===== src/shared/dxc_pkg.sv =====
// constants and carrier types for the display extension control bank
package dxc_pkg;

  // ----------------------------------------------------------------
  // host i/o port addresses
  // ----------------------------------------------------------------
  localparam logic [15:0] P_SEQ_IDX = 16'h03C4;
  localparam logic [15:0] P_SEQ_DAT = 16'h03C5;
  localparam logic [15:0] P_MONO_COLOR = 16'h03B9;
  localparam logic [15:0] P_ATTR = 16'h03C0;
  localparam logic [15:0] P_MISC_OUT = 16'h03C2;
  localparam logic [15:0] P_ENABLE = 16'h03C3;
  localparam logic [15:0] P_GFX_IDX = 16'h03CE;
  localparam logic [15:0] P_GFX_DAT = 16'h03CF;
  localparam logic [15:0] P_FEAT_MONO = 16'h03BA;
  localparam logic [15:0] P_FEAT_COLOR = 16'h03DA;
  localparam logic [15:0] P_DAC_FIRST = 16'h03C6;
  localparam logic [15:0] P_DAC_LAST = 16'h03C9;
  localparam logic [15:0] P_CRT_MONO_IDX = 16'h03B4;
  localparam logic [15:0] P_CRT_MONO_DAT = 16'h03B5;
  localparam logic [15:0] P_CRT_COLOR_IDX = 16'h03D4;
  localparam logic [15:0] P_CRT_COLOR_DAT = 16'h03D5;
  localparam logic [15:0] P_EMU_MONO_MODE = 16'h03B8;
  localparam logic [15:0] P_EMU_MONO_CFG = 16'h03BF;
  localparam logic [15:0] P_EMU_COLOR_MODE = 16'h03D8;
  localparam logic [15:0] P_EMU_COLOR_SEL = 16'h03D9;
  localparam logic [15:0] P_EMU_COLOR_EXT = 16'h03DE;

  // ----------------------------------------------------------------
  // extension indices behind the sequencer data port
  // ----------------------------------------------------------------
  localparam logic [7:0] IDX_UNLOCK = 8'h06;
  localparam logic [7:0] IDX_MONO_LOCK = 8'hC0;
  localparam logic [7:0] IDX_MISC2 = 8'hC8;
  localparam logic [7:0] IDX_LIN_OFS = 8'hC9;
  localparam logic [7:0] IDX_HOVF = 8'hCA;
  localparam logic [7:0] IDX_MISC1 = 8'hE0;
  localparam logic [7:0] IDX_INTERLACE_VALUE = 8'hE1;
  localparam logic [7:0] IDX_TRAP = 8'hE2;
  localparam logic [7:0] IDX_WP = 8'hE3;
  localparam logic [7:0] IDX_LSPLIT = 8'hE8;
  localparam logic [7:0] IDX_USPLIT = 8'hE9;
  localparam logic [7:0] IDX_SWITCH_SAMPLE_STROBE = 8'hEA;

  // ----------------------------------------------------------------
  // key values, writable masks, reset values
  // ----------------------------------------------------------------
  localparam logic [7:0] UNLOCK_KEY = 8'hEA;
  localparam logic [7:0] ARM_KEY = 8'h09;
  localparam logic [7:0] LOCK_KEY = 8'h18;
  localparam logic [7:0] MISC2_MASK = 8'hD8;
  localparam logic [7:0] HOVF_MASK = 8'h1F;
  localparam logic [7:0] TRAP_MASK = 8'h1F;
  localparam logic [7:0] WP_MASK = 8'h3F;
  localparam logic [7:0] REG_RESET = 8'h00;

  // ----------------------------------------------------------------
  // field positions
  // ----------------------------------------------------------------
  localparam int C8_XRAS = 7;
  localparam int C8_LINEAR = 6;
  localparam int C8_WORD_DAC = 4;
  localparam int C8_NINE_DOT = 3;
  localparam int E0_SPLIT = 7;
  localparam int E0_MONO_COLOR = 6;
  localparam int E0_WORD = 4;
  localparam int E0_MAP128 = 3;
  localparam int E0_BYTE_OFS = 2;
  localparam int E0_MAP64 = 1;
  localparam int E0_INTERLACE = 0;
  localparam int GRP_BASE = 0;
  localparam int GRP_DAC = 1;
  localparam int GRP_CRT = 2;
  localparam int GRP_EMU = 3;
  localparam int GRP_EXT = 4;
  localparam int WP_OVERSCAN = 5;

  // ----------------------------------------------------------------
  // carrier types
  // ----------------------------------------------------------------
  typedef enum logic [2:0] {
    DXC_IDLE = 3'b001,
    DXC_ARMED = 3'b010,
    DXC_LOCKED = 3'b100
  } dxc_lock_e;

  typedef struct packed {
    logic [1:0] cpu_bank;
    logic page;
    logic ext_page;
    logic [3:0] start_4k;
  } dxc_bank_s;

  typedef struct packed {
    logic extra_row_strobe_en;
    logic word_dac;
    logic nine_dot;
    logic [4:0] hovf;
    logic interlace;
    logic byte_offset_add;
    logic word_wr_ok;
    logic word_rd_ok;
    logic interlace_value_nibble;
    logic [6:0] interlace_value_char;
  } dxc_ctl_s;

endpackage


===== src/rtl/dxc_regs.sv =====
// extension control register bank behind the sequencer index/data ports
// How it works
// - write 09h to index C0 arms lock
// - armed then 18h locks; other access disarms
// - lock ends only at reset or disable strobe
// - C8 bit7 plus FF bit4 drives row strobe
// - C8 bit6 enables 1MB linear via valid pin
// - C8 bit4 word dac, needs port 106 bit1
// - C8 bit3 chains planes 2/3 for 9-dot
// - CA gives timing bit 8s with 64K map
// - E0 bit7 selects E8/E9 split offsets
// - E0 bit6 lets port 3B9 decode
// - E0 bit4 allows true word memory access
// - E0 bit3 gives planar-mode 128K map A0000-BFFFF
// - E0 bit2 adds one to offset
// - E0 bit1 plus FE bit7 maps B0000
// - E0 bit0 selects interlaced timing
// - E2 bit0 traps base register port writes
// - E2 bits4-1 trap their own port groups
// - E3 bits5-3 protect overscan, C8, emulation
// - E3 bits2-1 protect crt and dac
// - E3 bit0 protects base ports, not extensions
// - E8/E9 hold bank, page, 4K start fields
// - extensions reachable only after EAh in 06
`timescale 1ns/1ps
`default_nettype none
module dxc_regs
  import dxc_pkg::*;
(
  input wire logic core_clk_i,
  input wire logic rst_i,
  input wire logic [15:0] io_addr_i,
  input wire logic io_wr_i,
  input wire logic io_rd_i,
  input wire logic [7:0] io_wdata_i,
  output logic [7:0] io_rdata_o,
  output logic io_rd_hit_o,
  input wire logic [19:4] host_addr_i,
  input wire logic addr_space_valid_pin_i,
  input wire logic disable_pin_i,
  input wire logic intf16_bit4_i,
  input wire logic fgbg_bit7_i,
  input wire logic port106_bit1_i,
  input wire logic planar_mode_i,
  input wire logic wr_odd_even_i,
  input wire logic chain4_i,
  input wire logic write_mode_bit1_i,
  input wire logic [2:0] rotate_i,
  input wire logic rd_odd_even_i,
  output logic trap_n_o,
  output logic mono_locked_o,
  output dxc_ctl_s ctl_o,
  output logic [3:0] wr_ok_o,
  output logic overscan_wp_o,
  output logic mono_color_sel_o,
  output logic linear_hit_o,
  output logic [15:0] linear_addr_o,
  output logic map128_hit_o,
  output logic map64_hit_o,
  output dxc_bank_s bank_o
);

  // ----------------------------------------------------------------
  // pin synchronisers
  // ----------------------------------------------------------------
  logic [1:0] pins_s;
  logic disable_d;
  wire logic valid_s = pins_s[0];
  wire logic disable_s = pins_s[1];
  wire logic disable_strobe = disable_s && !disable_d;

  dxc_sync #(.WIDTH(2)) u_sync (
    .core_clk_i(core_clk_i),
    .rst_i(rst_i),
    .pin_i({disable_pin_i, addr_space_valid_pin_i}),
    .sync_o(pins_s)
  );

  // ----------------------------------------------------------------
  // registers
  // ----------------------------------------------------------------
  logic [7:0] seq_idx;
  logic [7:0] unlock_val;
  logic [7:0] mono_lock;
  logic [7:0] misc_control_two;
  logic [7:0] horiz_overflow;
  logic [7:0] misc_control_one;
  logic [7:0] interlace_value;
  logic [7:0] trap_control;
  logic [7:0] write_protect_control;
  dxc_bank_s lower_split_bank;
  dxc_bank_s upper_split_bank;
  dxc_lock_e lock_state;
  dxc_lock_e next_lock_state;

  // ----------------------------------------------------------------
  // port decode
  // ----------------------------------------------------------------
  wire logic at_idx = io_addr_i == P_SEQ_IDX;
  wire logic at_dat = io_addr_i == P_SEQ_DAT;
  wire logic ext_open = unlock_val == UNLOCK_KEY;
  wire logic is_ext_idx = seq_idx[7:6] == 2'b11;
  wire logic ext_wr = io_wr_i && at_dat && ext_open && is_ext_idx;
  wire logic wr_c0 = ext_wr && seq_idx == IDX_MONO_LOCK;
  wire logic wr_c8 = ext_wr && seq_idx == IDX_MISC2;
  wire logic wr_ca = ext_wr && seq_idx == IDX_HOVF;
  wire logic wr_e0 = ext_wr && seq_idx == IDX_MISC1;
  wire logic wr_e1 = ext_wr && seq_idx == IDX_INTERLACE_VALUE;
  wire logic wr_e2 = ext_wr && seq_idx == IDX_TRAP;
  wire logic wr_e3 = ext_wr && seq_idx == IDX_WP;
  wire logic wr_e8 = ext_wr && seq_idx == IDX_LSPLIT;
  wire logic wr_e9 = ext_wr && seq_idx == IDX_USPLIT;
  wire logic wr_sr6 = io_wr_i && at_dat && seq_idx == IDX_UNLOCK;
  wire logic c8_c9_idx = seq_idx == IDX_MISC2 || seq_idx == IDX_LIN_OFS;

  // port groups for traps and protection
  wire logic port_dac = io_addr_i >= P_DAC_FIRST && io_addr_i <= P_DAC_LAST;
  wire logic port_crt = io_addr_i == P_CRT_MONO_IDX || io_addr_i == P_CRT_MONO_DAT
                     || io_addr_i == P_CRT_COLOR_IDX || io_addr_i == P_CRT_COLOR_DAT;
  wire logic port_emu_wp = io_addr_i == P_EMU_MONO_MODE || io_addr_i == P_EMU_MONO_CFG
                        || io_addr_i == P_EMU_COLOR_MODE || io_addr_i == P_EMU_COLOR_SEL;
  wire logic port_emu = port_emu_wp || io_addr_i == P_EMU_COLOR_EXT;
  wire logic port_base = io_addr_i == P_ATTR || io_addr_i == P_MISC_OUT
                      || io_addr_i == P_ENABLE || io_addr_i == P_GFX_IDX
                      || io_addr_i == P_GFX_DAT || at_idx || at_dat
                      || io_addr_i == P_FEAT_MONO || io_addr_i == P_FEAT_COLOR;
  wire logic port_ext = at_idx || (at_dat && c8_c9_idx);
  // sequencer data writes to 06 and to extensions stay writable
  wire logic base_exempt = at_dat && (seq_idx == IDX_UNLOCK || is_ext_idx);

  // ----------------------------------------------------------------
  // trap strobe
  // ----------------------------------------------------------------
  wire logic [4:0] trap_hit = {port_ext, port_emu, port_crt, port_dac, port_base};
  wire logic next_trap_n = !(io_wr_i && |(trap_hit & trap_control[4:0]));

  // ----------------------------------------------------------------
  // write protection of other register groups
  // ----------------------------------------------------------------
  wire logic [3:0] next_wr_ok = {
    io_wr_i && port_emu_wp && !write_protect_control[GRP_EMU],
    io_wr_i && port_crt && !write_protect_control[GRP_CRT],
    io_wr_i && port_dac && !write_protect_control[GRP_DAC],
    io_wr_i && port_base && (base_exempt || !write_protect_control[GRP_BASE])
  };
  wire logic c8_open = !write_protect_control[GRP_EXT];

  // ----------------------------------------------------------------
  // monochrome lock sequence
  // ----------------------------------------------------------------
  wire logic lock_write = wr_c0 && io_wdata_i == LOCK_KEY;
  wire logic arm_write = wr_c0 && io_wdata_i == ARM_KEY;
  // the index write that selects C0 is part of the arming access
  wire logic idx_to_c0 = io_wr_i && at_idx && io_wdata_i == IDX_MONO_LOCK;
  wire logic other_access = (io_rd_i || io_wr_i) && !lock_write && !arm_write && !idx_to_c0;

  always_comb begin
    next_lock_state = lock_state;
    unique case (lock_state)
      DXC_IDLE: begin
        if (arm_write) begin
          next_lock_state = DXC_ARMED;
        end
      end
      DXC_ARMED: begin
        if (lock_write) begin
          next_lock_state = DXC_LOCKED;
        end else if (other_access) begin
          next_lock_state = DXC_IDLE;
        end
      end
      DXC_LOCKED: begin
        if (disable_strobe) begin
          next_lock_state = DXC_IDLE;
        end
      end
      default: begin
        next_lock_state = DXC_IDLE;
      end
    endcase
  end

  // ----------------------------------------------------------------
  // derived controls
  // ----------------------------------------------------------------
  wire logic word_wr = (wr_odd_even_i || chain4_i) && !write_mode_bit1_i && rotate_i == 3'h0;
  wire logic word_rd = rd_odd_even_i || chain4_i;
  dxc_ctl_s next_ctl;
  assign next_ctl.extra_row_strobe_en = misc_control_two[C8_XRAS] && intf16_bit4_i;
  assign next_ctl.word_dac = misc_control_two[C8_WORD_DAC] && port106_bit1_i;
  assign next_ctl.nine_dot = misc_control_two[C8_NINE_DOT];
  assign next_ctl.hovf = misc_control_one[E0_MAP64] ? horiz_overflow[4:0] : 5'h00;
  assign next_ctl.interlace = misc_control_one[E0_INTERLACE];
  assign next_ctl.byte_offset_add = misc_control_one[E0_BYTE_OFS];
  assign next_ctl.word_wr_ok = misc_control_one[E0_WORD] && word_wr;
  assign next_ctl.word_rd_ok = misc_control_one[E0_WORD] && word_rd;
  assign next_ctl.interlace_value_nibble = interlace_value[7];
  assign next_ctl.interlace_value_char = interlace_value[6:0];

  // memory map decode on host address
  wire logic next_linear = misc_control_two[C8_LINEAR] && valid_s;
  wire logic next_map128 = misc_control_one[E0_MAP128] && planar_mode_i
                        && host_addr_i[19:17] == 3'h5;
  wire logic next_map64 = misc_control_one[E0_MAP64] && fgbg_bit7_i
                       && host_addr_i[19:16] == 4'hB;
  wire dxc_bank_s next_bank = !misc_control_one[E0_SPLIT] ? '0 :
                              host_addr_i[15] ? upper_split_bank : lower_split_bank;
  wire logic next_mono_color = (io_wr_i || io_rd_i) && io_addr_i == P_MONO_COLOR
                            && misc_control_one[E0_MONO_COLOR];

  // ----------------------------------------------------------------
  // read data
  // ----------------------------------------------------------------
  logic [7:0] ext_rdata;
  always_comb begin
    ext_rdata = 8'h00;
    unique case (seq_idx)
      IDX_MONO_LOCK: ext_rdata = mono_lock;
      IDX_MISC2: ext_rdata = misc_control_two;
      IDX_HOVF: ext_rdata = horiz_overflow;
      IDX_MISC1: ext_rdata = misc_control_one;
      IDX_INTERLACE_VALUE: ext_rdata = interlace_value;
      IDX_TRAP: ext_rdata = trap_control;
      IDX_WP: ext_rdata = write_protect_control;
      IDX_LSPLIT: ext_rdata = lower_split_bank;
      IDX_USPLIT: ext_rdata = upper_split_bank;
      default: ext_rdata = 8'h00;
    endcase
  end
  wire logic rd_ext = at_dat && ext_open && is_ext_idx;
  wire logic rd_sr6 = at_dat && seq_idx == IDX_UNLOCK;
  wire logic next_rd_hit = io_rd_i && (at_idx || rd_ext || rd_sr6);
  wire logic [7:0] next_rdata = !io_rd_i ? 8'h00 : at_idx ? seq_idx : rd_sr6 ? unlock_val :
                                rd_ext ? ext_rdata : 8'h00;

  // ----------------------------------------------------------------
  // register storage
  // ----------------------------------------------------------------
  always_ff @(posedge core_clk_i) begin
    if (rst_i) begin
      seq_idx <= REG_RESET;
      unlock_val <= REG_RESET;
      mono_lock <= REG_RESET;
      misc_control_two <= REG_RESET;
      horiz_overflow <= REG_RESET;
      misc_control_one <= REG_RESET;
      interlace_value <= REG_RESET;
      trap_control <= REG_RESET;
      write_protect_control <= REG_RESET;
      lower_split_bank <= '0;
      upper_split_bank <= '0;
    end else begin
      if (io_wr_i && at_idx) seq_idx <= io_wdata_i;
      if (wr_sr6) unlock_val <= io_wdata_i;
      if (wr_c0) mono_lock <= io_wdata_i;
      if (wr_c8 && c8_open) misc_control_two <= io_wdata_i & MISC2_MASK;
      if (wr_ca) horiz_overflow <= io_wdata_i & HOVF_MASK;
      if (wr_e0) misc_control_one <= io_wdata_i;
      if (wr_e1) interlace_value <= io_wdata_i;
      if (wr_e2) trap_control <= io_wdata_i & TRAP_MASK;
      if (wr_e3) write_protect_control <= io_wdata_i & WP_MASK;
      if (wr_e8) lower_split_bank <= dxc_bank_s'(io_wdata_i);
      if (wr_e9) upper_split_bank <= dxc_bank_s'(io_wdata_i);
    end
  end

  // state and output flops
  always_ff @(posedge core_clk_i) begin
    if (rst_i) begin
      lock_state <= DXC_IDLE;
      disable_d <= 1'b0;
      trap_n_o <= 1'b1;
      wr_ok_o <= 4'h0;
      ctl_o <= '0;
      bank_o <= '0;
      io_rdata_o <= 8'h00;
      io_rd_hit_o <= 1'b0;
    end else begin
      lock_state <= next_lock_state;
      disable_d <= disable_s;
      trap_n_o <= next_trap_n;
      wr_ok_o <= next_wr_ok;
      ctl_o <= next_ctl;
      bank_o <= next_bank;
      io_rdata_o <= next_rdata;
      io_rd_hit_o <= next_rd_hit;
    end
  end

  always_ff @(posedge core_clk_i) begin
    if (rst_i) begin
      mono_locked_o <= 1'b0;
      overscan_wp_o <= 1'b0;
      mono_color_sel_o <= 1'b0;
      linear_hit_o <= 1'b0;
      linear_addr_o <= 16'h0000;
      map128_hit_o <= 1'b0;
      map64_hit_o <= 1'b0;
    end else begin
      mono_locked_o <= next_lock_state == DXC_LOCKED;
      overscan_wp_o <= write_protect_control[WP_OVERSCAN];
      mono_color_sel_o <= next_mono_color;
      linear_hit_o <= next_linear;
      linear_addr_o <= next_linear ? host_addr_i : 16'h0000;
      map128_hit_o <= next_map128;
      map64_hit_o <= next_map64;
    end
  end
endmodule
`default_nettype wire


===== src/rtl/dxc_sync.sv =====
// two-flop synchroniser for pin inputs
`timescale 1ns/1ps
`default_nettype none
module dxc_sync #(
  parameter int WIDTH = 2
) (
  input wire logic core_clk_i,
  input wire logic rst_i,
  input wire logic [WIDTH-1:0] pin_i,
  output logic [WIDTH-1:0] sync_o
);
  logic [WIDTH-1:0] meta;

  // elaboration check on the width
  if (WIDTH < 1) begin : g_bad_width
    $error("dxc_sync width must be at least one");
  end

  // first stage feeds only the second
  always_ff @(posedge core_clk_i) begin
    if (rst_i) begin
      meta <= '0;
      sync_o <= '0;
    end else begin
      meta <= pin_i;
      sync_o <= meta;
    end
  end
endmodule
`default_nettype wire


===== config.mk =====
export PLATFORM = sky130hd
export DESIGN_NAME = dxc_regs
export DESIGN_NICKNAME = d
export VERILOG_FILES = /design/src/shared/dxc_pkg.sv /design/src/rtl/dxc_regs.sv /design/src/rtl/dxc_sync.sv
export SDC_FILE = /design/constraint.sdc
export NUM_CORES = 1
export LEC_CHECK = 0
export BUFFER_PORTS_ARGS = -buffer_cell sky130_fd_sc_hd__clkbuf_2
export CORE_UTILIZATION = 50
export CTS_CLUSTER_DIAMETER = 120
export DETAILED_ROUTE_END_ITERATION = 10
export PLACE_DENSITY = 0.73
export SYNTH_ARGS = -nofsm -noshare
export SYNTH_HDL_FRONTEND = slang
export SYNTH_SLANG_ARGS = --single-unit

===== constraint.sdc =====
create_clock -name core_clk_i -period 3.1 [get_ports core_clk_i]
set_clock_uncertainty 0.05 [all_clocks]
set_input_delay 0.155 -clock core_clk_i [delete_from_list [all_inputs] [get_ports core_clk_i]]
set_output_delay 0.155 -clock core_clk_i [all_outputs]
set_load 0.05 [all_outputs]

# --- After elaboration in Yosys (flattened, before gate mapping) ---
# Cells that the tools add are included.
op_classes:
  shifts: 0
  bitwise: 5
  div_mod_pow: 0
  n_eq_ne: 41
  n_mux: 10
  add_sub_neg: 0
  multipliers: 0
  n_lt_le_gt_ge: 2
  n_reduce_logical: 92
op_table:
  columns: ["operator", "n"]
  rows:
  - ["$eq A16 B10 Y1 const B", 19]
  - ["$eq A8 B8 Y1 const B", 12]
  - ["$pmux W8 S9", 1]
  - ["$logic_and A1 B1 Y1", 51]
  - ["$mux W8", 4]
  - ["$logic_or A1 B1 Y1", 24]
  - ["$ge A16 B10 Y1 const B", 1]
  - ["$le A16 B10 Y1 const B", 1]
  - ["$mux W3", 4]
  - ["$logic_not A1 Y1", 11]
  - ["$eq A3 B3 Y1 const B", 3]
  - ["$pmux W3 S3", 1]
  - ["$eq A8 B3 Y1 const B", 1]
  - ["$eq A8 B4 Y1 const B", 1]
  - ["$eq A8 B5 Y1 const B", 1]
  - ["$reduce_or A2 Y1", 4]
  - ["$and A5 B5 Y5", 1]
  - ["$reduce_or A5 Y1", 1]
  - ["$eq A4 B4 Y1 const B", 1]
  - ["$not A1 Y1", 4]
  - ["$eq A3 B1 Y1 const B", 1]
  - ["$eq A3 B2 Y1 const B", 1]
  - ["$logic_not A3 Y1", 1]
  - ["$eq A2 B2 Y1 const B", 1]
totals:
  mem_count: 0
  out_inout_bits: 64
  latch_bits: 0
  rom_bits: 0
  ff_bits: 148
  ramBits: 0

# --- Logic depth before layout (Yosys ltp) ---
# Gate-level depths: netlist of run 1.
logic_depth:
  ltp_word: 14
  ltp_mapped: 8

# --- Modules after synthesis ---
# A second synthesis of run 1 with hierarchy kept.
unflattened:
  cells_unflattened: 658
  area_unflattened_um2: 6276.0
by_module_without_submodules:
  columns: ["mod", "cells_per_inst", "instances", "area_each_um2", "seq_area_each_um2"]
  rows:
  - ["dxc_regs", 650, 1, 6170.9, 2882.8]
  - ["dxc_sync", 8, 1, 105.1, 80.1]

# --- Least setup slack after synthesis of run 1 ---
# OpenSTA, ideal clock, no wires.
synth_timing:
  kind: "reg2reg"
  from: "register seq_idx[6]"
  to: "register misc_control_two[7]"
  n_path_buf: 2
  setup_slack_ns: 0.894
  period_less_slack_ns: 2.206
  stages_incl_launch_ff: 8
  arrival_time_ns: 2.029
  path_cell_list: "dfxtp_1 > or4bb_1 > buf_2 > buf_1 > nor4_1 > nand4_1 > mux2i_1 > nor2_1"
synth_between:
  elab_chain_cells: 4
synth_lines:
  columns: ["element", "line_no", "rtl"]
  rows:
  - ["start: declaration", "dxc_regs.sv:82", "logic [7:0] seq_idx;"]
  - ["start signal: assignment", "dxc_regs.sv:253", "if (io_wr_i && at_idx) seq_idx <= io_wdata_i;"]
  - ["$eq A2 B2 Y1", "dxc_regs.sv:102", "wire logic is_ext_idx = seq_idx[7:6] == 2'b11;"]
  - ["$logic_and A1 B1 Y1", "dxc_regs.sv:103", "wire logic ext_wr = io_wr_i && at_dat && ext_open && is_ext_idx;"]
  - ["$logic_and A1 B1 Y1 *", "dxc_regs.sv:105", "wire logic wr_c8 = ext_wr && seq_idx == IDX_MISC2;"]
  - ["$logic_and A1 B1 Y1 *", "dxc_regs.sv:256", "if (wr_c8 && c8_open) misc_control_two <= io_wdata_i & MISC2_MASK;"]
  - ["end signal: assignment", "dxc_regs.sv:256", null]
  - ["end: declaration", "dxc_regs.sv:85", "logic [7:0] misc_control_two;"]
# Every way passes the cells marked *; elsewhere a longest branch is shown, timed or not.
# A chain may end at the register's enable or synchronous reset.

# --- Final worst setup path of run 1 ---
layout_timing:
  from: "register seq_idx[6]"
  to: "register write_protect_control[5]"
layout_between:
  elab_chain_cells: 3
layout_lines:
  columns: ["element", "line_no", "rtl"]
  rows:
  - ["$eq A2 B2 Y1", "dxc_regs.sv:102", null]
  - ["$logic_and A1 B1 Y1", "dxc_regs.sv:103", null]
  - ["$logic_and A1 B1 Y1 *", "dxc_regs.sv:110", "wire logic wr_e3 = ext_wr && seq_idx == IDX_WP;"]
  - ["end signal: assignment", "dxc_regs.sv:261", "if (wr_e3) write_protect_control <= io_wdata_i & WP_MASK;"]
  - ["end: declaration", "dxc_regs.sv:90", "logic [7:0] write_protect_control;"]
# Marks and branches as above.

==> summary.txt, run 1 <==
status = finished, final reports clean
CP delay by family, top = simple AND/OR/NAND/NOR gates
Setup crit start kind = register
setup TNS = 0 ns
Slew Limit Headroom = 42.78%
ant diodes = 0
Slew Limit Fails = 0
I/O pin count = 121
top cell type's share of synthesized area = 47.04%
area delta synth->final = 25.72%
post-detailed-route wirelength per cell = 17.43 microns
IO Port Bufs = 120
core outline area = 0.01216 sq mm
total gr overflow = 0
largest net degree at the start of global routing = 51
Max Cap Violations = 0
Final min period = 2.700 ns
EDFF count, synth = 0
placement-stage cell area = 0.007014 sq mm
worst path cell trace = or4bb_1 > nor3_1 > nand4_2 > mux2i_1 > nor2_1
CTS Buf Count = 17
first drt pass iteration count = 5
Hold Vio Cnt, Final = 0
Mapped Cells = 671
share of cells above drive strength 1 = 23.00%
vias in the first global route = 5127
CP Max Fanout = 21
CTS Hold Bufs = 27
final period utilization = 87.10%
Yosys warning total = 0
Fillers = 996
DR vias = 5525
Post-route DRC = 0
initial DRC count = 374
DP Wirelength = 11.50 mm
die width = 114.2 microns
# rows = 40
Synth async-reset ratio = 0%
flip-flop and latch area = 0.002963 sq mm
Setup Viol. Count Final = 0
Post-CTS Resized = 0
RSZ-0062 raised after global routing = false
post-synthesis cell type count = 55
Yosys reg bits = 148
hold crit path type = primary input to register
first-pass GRT wire length = 26.58 mm
Routed WL = 17.10 mm
syn nets = 728
CTS root buf = clkbuf_16
CTS tree = yes
nets = 858
Pwr Density = 536.8 mW/mm^2
clock tree sinks = 148
Overall Global Routing Usage = 26.90%
clk buf depth = 2
clock transition at the registers of the reported paths = 0.06 ns
Arr. time, crit path = 2.94 ns
# Post-CTS Setup Buffers = 0
Vias/cell = 5.632
Die Y-Extent = 114.2 microns
worst skew pair latency = 0.42 ns
initial antenna violation count = 0
highest-count cells in the layout ignoring fill and taps = dfxtp_1, clkbuf_2, nor2_1, mux2i_1, nand2_1
synth top area cells = dfxtp_1, mux2i_1, nor2_1, and2_1, clkbuf_1
critical path's largest stage delay = 0.85 ns
die area = 0.01305 sq mm
Synth Cell Area = 0.006299 sq mm
Static Leak = 3.443 nW
GPL Wtd Cong = 0.9482
fmax = 370.3 MHz
WP buf/inv = 0
Synth Flop Type = dfxtp_1
Starting Density = 51.79%
VDD IR-drop max = 0.0003267 V
H-tree levels = 4
Required @ worst endpoint = 3.34 ns
Crit. End Element = register
area of the multi-input gates = 0.003105 sq mm
cell taking the most area after synthesis = dfxtp_1
Final ANT Viol Nets = 0
design area = 0.007919 sq mm
syn avg cell area = 9.387 sq um
crit path kind = register to register
CP max-delay cell = or4bb_1
Least-Margin Pin Slew = 0.8366 ns
post-synthesis sequential area ratio = 47.04%
commonest non-fill, non-tap cell in the layout = dfxtp_1
-- worst paths after layout --
path | end | slack, ns | cells after the start | start
max | write_protect_control[5]$_SDFFE_PP0P_ | 0.40 | 5 | seq_idx[6]$_SDFFE_PP0P_
max reg2reg | write_protect_control[5]$_SDFFE_PP0P_ | 0.40 | 5 | seq_idx[6]$_SDFFE_PP0P_
min | wr_ok_o[3]$_SDFF_PP0_ | 0.03 | 3 | io_addr_i[4]
min reg2reg | u_sync.sync_o[0]$_SDFF_PP0_ | 0.39 | 1 | u_sync.meta[0]$_SDFF_PP0_
-- area by class of cell --
cell class | instances | area share (%)
repair buffers | 161 | 12.32
inverters | 8 | 0.3792
well taps | 168 | 2.654
flip-flops and latches | 148 | 37.42
clock buffers | 23 | 6.162
multi-input cells | 465 | 39.22
clock inverters | 8 | 1.849
-- report_power, final --
part | switching, mW | internal (mW) | total (mW)
Combinational | 0.100 | 0.0714 | 0.172
Clock | 0.745 | 1.43 | 2.17
Sequential | 0.000729 | 1.91 | 1.91
-- stage by stage --
| step | utilization (%) | std cells | hold WS [ns] | total power [mW] | setup slack, ns |
|---|---|---|---|---|---|
| after floorplan | - | 671 | 0.2208 | 2.025 | 0.8938 |
| after global placement | 57.67 | 923 | 0.3082 | 2.087 | 0.4895 |
| after detailed placement | 57.67 | 923 | 0.3112 | 2.089 | 0.4090 |
| after CTS | 65.11 | 981 | 0.006781 | 4.271 | 0.4112 |
| after global routing | 65.11 | 981 | 0.02623 | 4.361 | 0.1909 |
| final | 65.11 | 981 | 0.02770 | 4.251 | 0.3998 |
-- routing by layer --
layer  vias to the layer above  track usage, %  share of wire, %
met5                         -               0                 0
met4                         0           12.81               3.2
met2                       247           43.03                47
li1                       2624               -                 -
met1                      2610           35.01                43
met3                        44           5.188               6.7
-- synthesized netlist by cell type (11+ instances only) --
library cell	n
dfxtp_1	148
nor2_1	89
mux2i_1	78
clkbuf_1	41
nand2_1	37
and2_1	26
nor2b_1	22
nand3_1	18
a21oi_1	16
nand2b_1	15
nor3_1	15
o21ai_0	15
nor4_1	11
-- flip-flops by register name, summed over array words and instances, names as in the netlist, 4 cells and up --
| signal | count |
|---|---|
| bank_o | 8 |
| ctl_o | 20 |
| horiz_overflow | 5 |
| interlace_value | 8 |
| io_rdata_o | 8 |
| linear_addr_o | 16 |
| lower_split_bank | 8 |
| misc_control_one | 8 |
| misc_control_two | 4 |
| mono_lock | 8 |
| seq_idx | 8 |
| trap_control | 5 |
| unlock_val | 8 |
| upper_split_bank | 8 |
| wr_ok_o | 4 |
| write_protect_control | 6 |
-- logic make-up after synthesis --
| family | Yosys count | synth area share, % |
|---|---|---|
| muxes | 83 | 13.47 |
| AOI/OAI and AO/OA | 76 | 8.066 |
| xor gates and xnor gates | 3 | 0.4172 |
| and+or+nand+nor | 303 | 27.35 |
| DFF | 148 | 47.04 |
| buffers and inverters | 58 | 3.655 |
-- tightest hold or removal path, stage by stage --
cell and delay, ns:
clkbuf_2 0.10, nand3_1 0.13, nor4b_1 0.06
No activity file was read; power rests on OpenSTA's default activity.
==> run 2: changes to the inputs <==
Settings changed: RECOVER_POWER set to 50, REMOVE_ABC_BUFFERS set to 1.
==> run 2 against run 1 <==
Clock-buffer cell count shrank 4. Fmax grew 1.9%. Worst hold slack gained 0.014 ns. Total power is essentially flat. Global-route usage grew 0.75 points. Cell count grew 0.20%. First-iteration DRC count grew 29%. Sequential power is essentially flat. Via count grew 1.1%. Largest cell class unchanged. Highest routed layer unchanged.
==> summary.txt, run 2 (synthesis gave the netlist of run 1 again) <==
Max Cap Violations = 0 (unchanged)
DR vias = 5586 (+1.1%)
Post-CTS Resized = 0 (unchanged)
post-detailed-route wirelength per cell = 17.83 microns (+2.3%)
# rows = 40 (unchanged)
I/O pin count = 121 (unchanged)
fin cells = 983 (+0.20%)
Routed WL = 17.53 mm (+2.5%)
Comb power frac = 4.0% (about the same)
first-pass GRT wire length = 27.70 mm (+4.2%)
Arr. time, crit path = 2.94 ns (about the same)
VDD IR-drop max = 0.0003475 V (+6.4%)
Vias/cell = 5.683 (+0.90%)
crit path kind = register to register
worst skew pair latency = 0.43 ns (about the same)
fmax = 377.4 MHz (+1.9%)
Crit. End Element = register
Switching Fraction = 21.46% (+1.5 points)
largest net degree at the start of global routing = 89 (+75%)
CTS Hold Bufs = 29 (+7.4%)
Setup crit start kind = register
Critical Path Source = seq_idx[6]$_SDFFE_PP0P_
Final min period = 2.649 ns (-0.05076 ns)
initial DRC count = 481 (+29%)
Largest regs = ctl_o: 20 flops, linear_addr_o: 16 flops
Hold Vio Cnt, Final = 0 (unchanged)
Slew Limit Headroom = 36.11% (-6.7 points)
clock tree sinks = 148 (unchanged)
CP Max Fanout = 14 (-33%)
core outline area = 0.01216 sq mm (unchanged)
Setup Viol. Count Final = 0 (unchanged)
sequential share of power = 44.8% (about the same)
CTS root buf = clkbuf_16
IO Port Bufs = 120 (unchanged)
clock transition at the registers of the reported paths = 0.06 ns (about the same)
commonest non-fill, non-tap cell in the layout = dfxtp_1
share of total power in the clock network = 51.2% (about the same)
R2R Setup Slk = 0.45 ns (+0.05 ns)
CTS tree = yes
H-tree levels = 4 (unchanged)
hold crit path type = primary input to register
Least-Margin Pin Slew = 0.9584 ns (+0.1218 ns)
Hold Path Depth = 3 (unchanged)
Die Y-Extent = 114.2 microns (unchanged)
CTS Buf Count = 17 (unchanged)
Starting Density = 51.79% (unchanged)
Overall Global Routing Usage = 27.64% (+0.75 points)
Post-route DRC = 0 (unchanged)
final period utilization = 85.47% (-1.6 points)
share of cells above drive strength 1 = 14.97% (-8.0 points)
DP Wirelength = 11.69 mm (+1.6%)
Final ANT Viol Nets = 0 (unchanged)
worst reg2reg endpoint = mono_locked_o$_SDFF_PP0_
clk buf depth = 2 (unchanged)
Static Leak = 3.202 nW (-7.0%)
initial antenna violation count = 0 (unchanged)
max FFs per register = 20 (unchanged)
Required @ worst endpoint = 3.39 ns (+0.05 ns)
CP endpoint = mono_locked_o$_SDFF_PP0_
Pint = 3.340 mW (-1.9%)
vias in the first global route = 5382 (+5.0%)
RSZ-0062 raised after global routing = false
Pwr Density = 542.4 mW/mm^2 (+1.0%)
area delta synth->final = 24.47%
placed cells = 922 (-0.11%)
setup TNS = 0 ns (unchanged)
r2r worst-path depth = 5 (unchanged)
highest-count cells in the layout ignoring fill and taps = dfxtp_1, nor2_1, mux2i_1, clkbuf_1, clkbuf_2
Psw = 0.9124 mW (+7.8%)
Top reg by flops = ctl_o
Critical R2R Launch = seq_idx[6]$_SDFFE_PP0P_
die width = 114.2 microns (unchanged)
# Post-CTS Setup Buffers = 0 (unchanged)
first drt pass iteration count = 5 (unchanged)
nets = 859 (+0.12%)
total gr overflow = 0 (unchanged)
die area = 0.01305 sq mm (unchanged)
ant diodes = 0 (unchanged)
GPL Wtd Cong = 0.9296 (-2.0%)
Slew Limit Fails = 0 (unchanged)
status = finished, final reports clean
## run 2: worst min path at each step
stage	startpoint	endpoint	slack [ns]
after floorplan	rst_i	seq_idx[0]$_SDFFE_PP0P_	0.17
after global placement	host_addr_i[11]	linear_addr_o[7]$_SDFF_PP0_	0.31
after detailed placement	host_addr_i[11]	linear_addr_o[7]$_SDFF_PP0_	0.31
after CTS	io_addr_i[4]	wr_ok_o[3]$_SDFF_PP0_	0.02
after global routing	io_addr_i[4]	wr_ok_o[3]$_SDFF_PP0_	0.03
final	io_addr_i[4]	wr_ok_o[3]$_SDFF_PP0_	0.04
## run 2: worst max-delay path, cell delays in order (launching register included)
cell and delay [ns]:
dfxtp_1 0.41, or4bb_1 0.76, nor4bb_1 0.49, nand4_2 0.19, or3b_1 0.43, a211oi_1 0.23
## run 2: power by group through the flow
| stage | clock [mW] | sequential [mW] | combinational, mW |
|---|---|---|---|
| 4_1_cts | 2.19 | 1.91 | 0.168 |
| 5_1_grt | 2.28 | 1.90 | 0.183 |
| 2_1_floorplan | 0 | 1.95 | 0.0387 |
| 3_5_place_dp | 0 | 1.95 | 0.142 |
| 3_3_place_gp | 0 | 1.95 | 0.138 |
| 6_report | 2.18 | 1.91 | 0.171 |
## run 2: metrics by stage
step / power [mW] / instance area, sq um / setup slack, ns / hold slack [ns] / util (%)
final: 4.252 / 7840 / 0.4505 / 0.04164 / 64.46
after global routing: 4.367 / 7840 / 0.2841 / 0.03122 / 64.46
after CTS: 4.267 / 7925 / 0.4861 / 0.02356 / 65.16
after detailed placement: 2.089 / 7009 / 0.4846 / 0.3076 / 57.63
after global placement: 2.085 / 7009 / 0.5704 / 0.3094 / 57.63
after floorplan: 1.986 / 6098 / 0.7080 / 0.1741 / -
## run 2: layer usage
layer  vias to the layer above  track usage, %  wire length [microns]
li1                       2626               -                      -
met1                      2643           34.40                   7567
met2                       271           45.41                   8258
met3                        46           6.353                   1196
met4                         0           12.99                    506
met5                         -               0                      0
## run 2: layout make-up
cell class                 count  area, sq um
fill                        1055         4322
multi-input combinational    465         3105
sequential                   148         2963
timing repair buffer         162        905.9
clock buffer                  19        442.9
tap                          168        210.2
clock inverter                13        182.7
inverter                       8        30.03
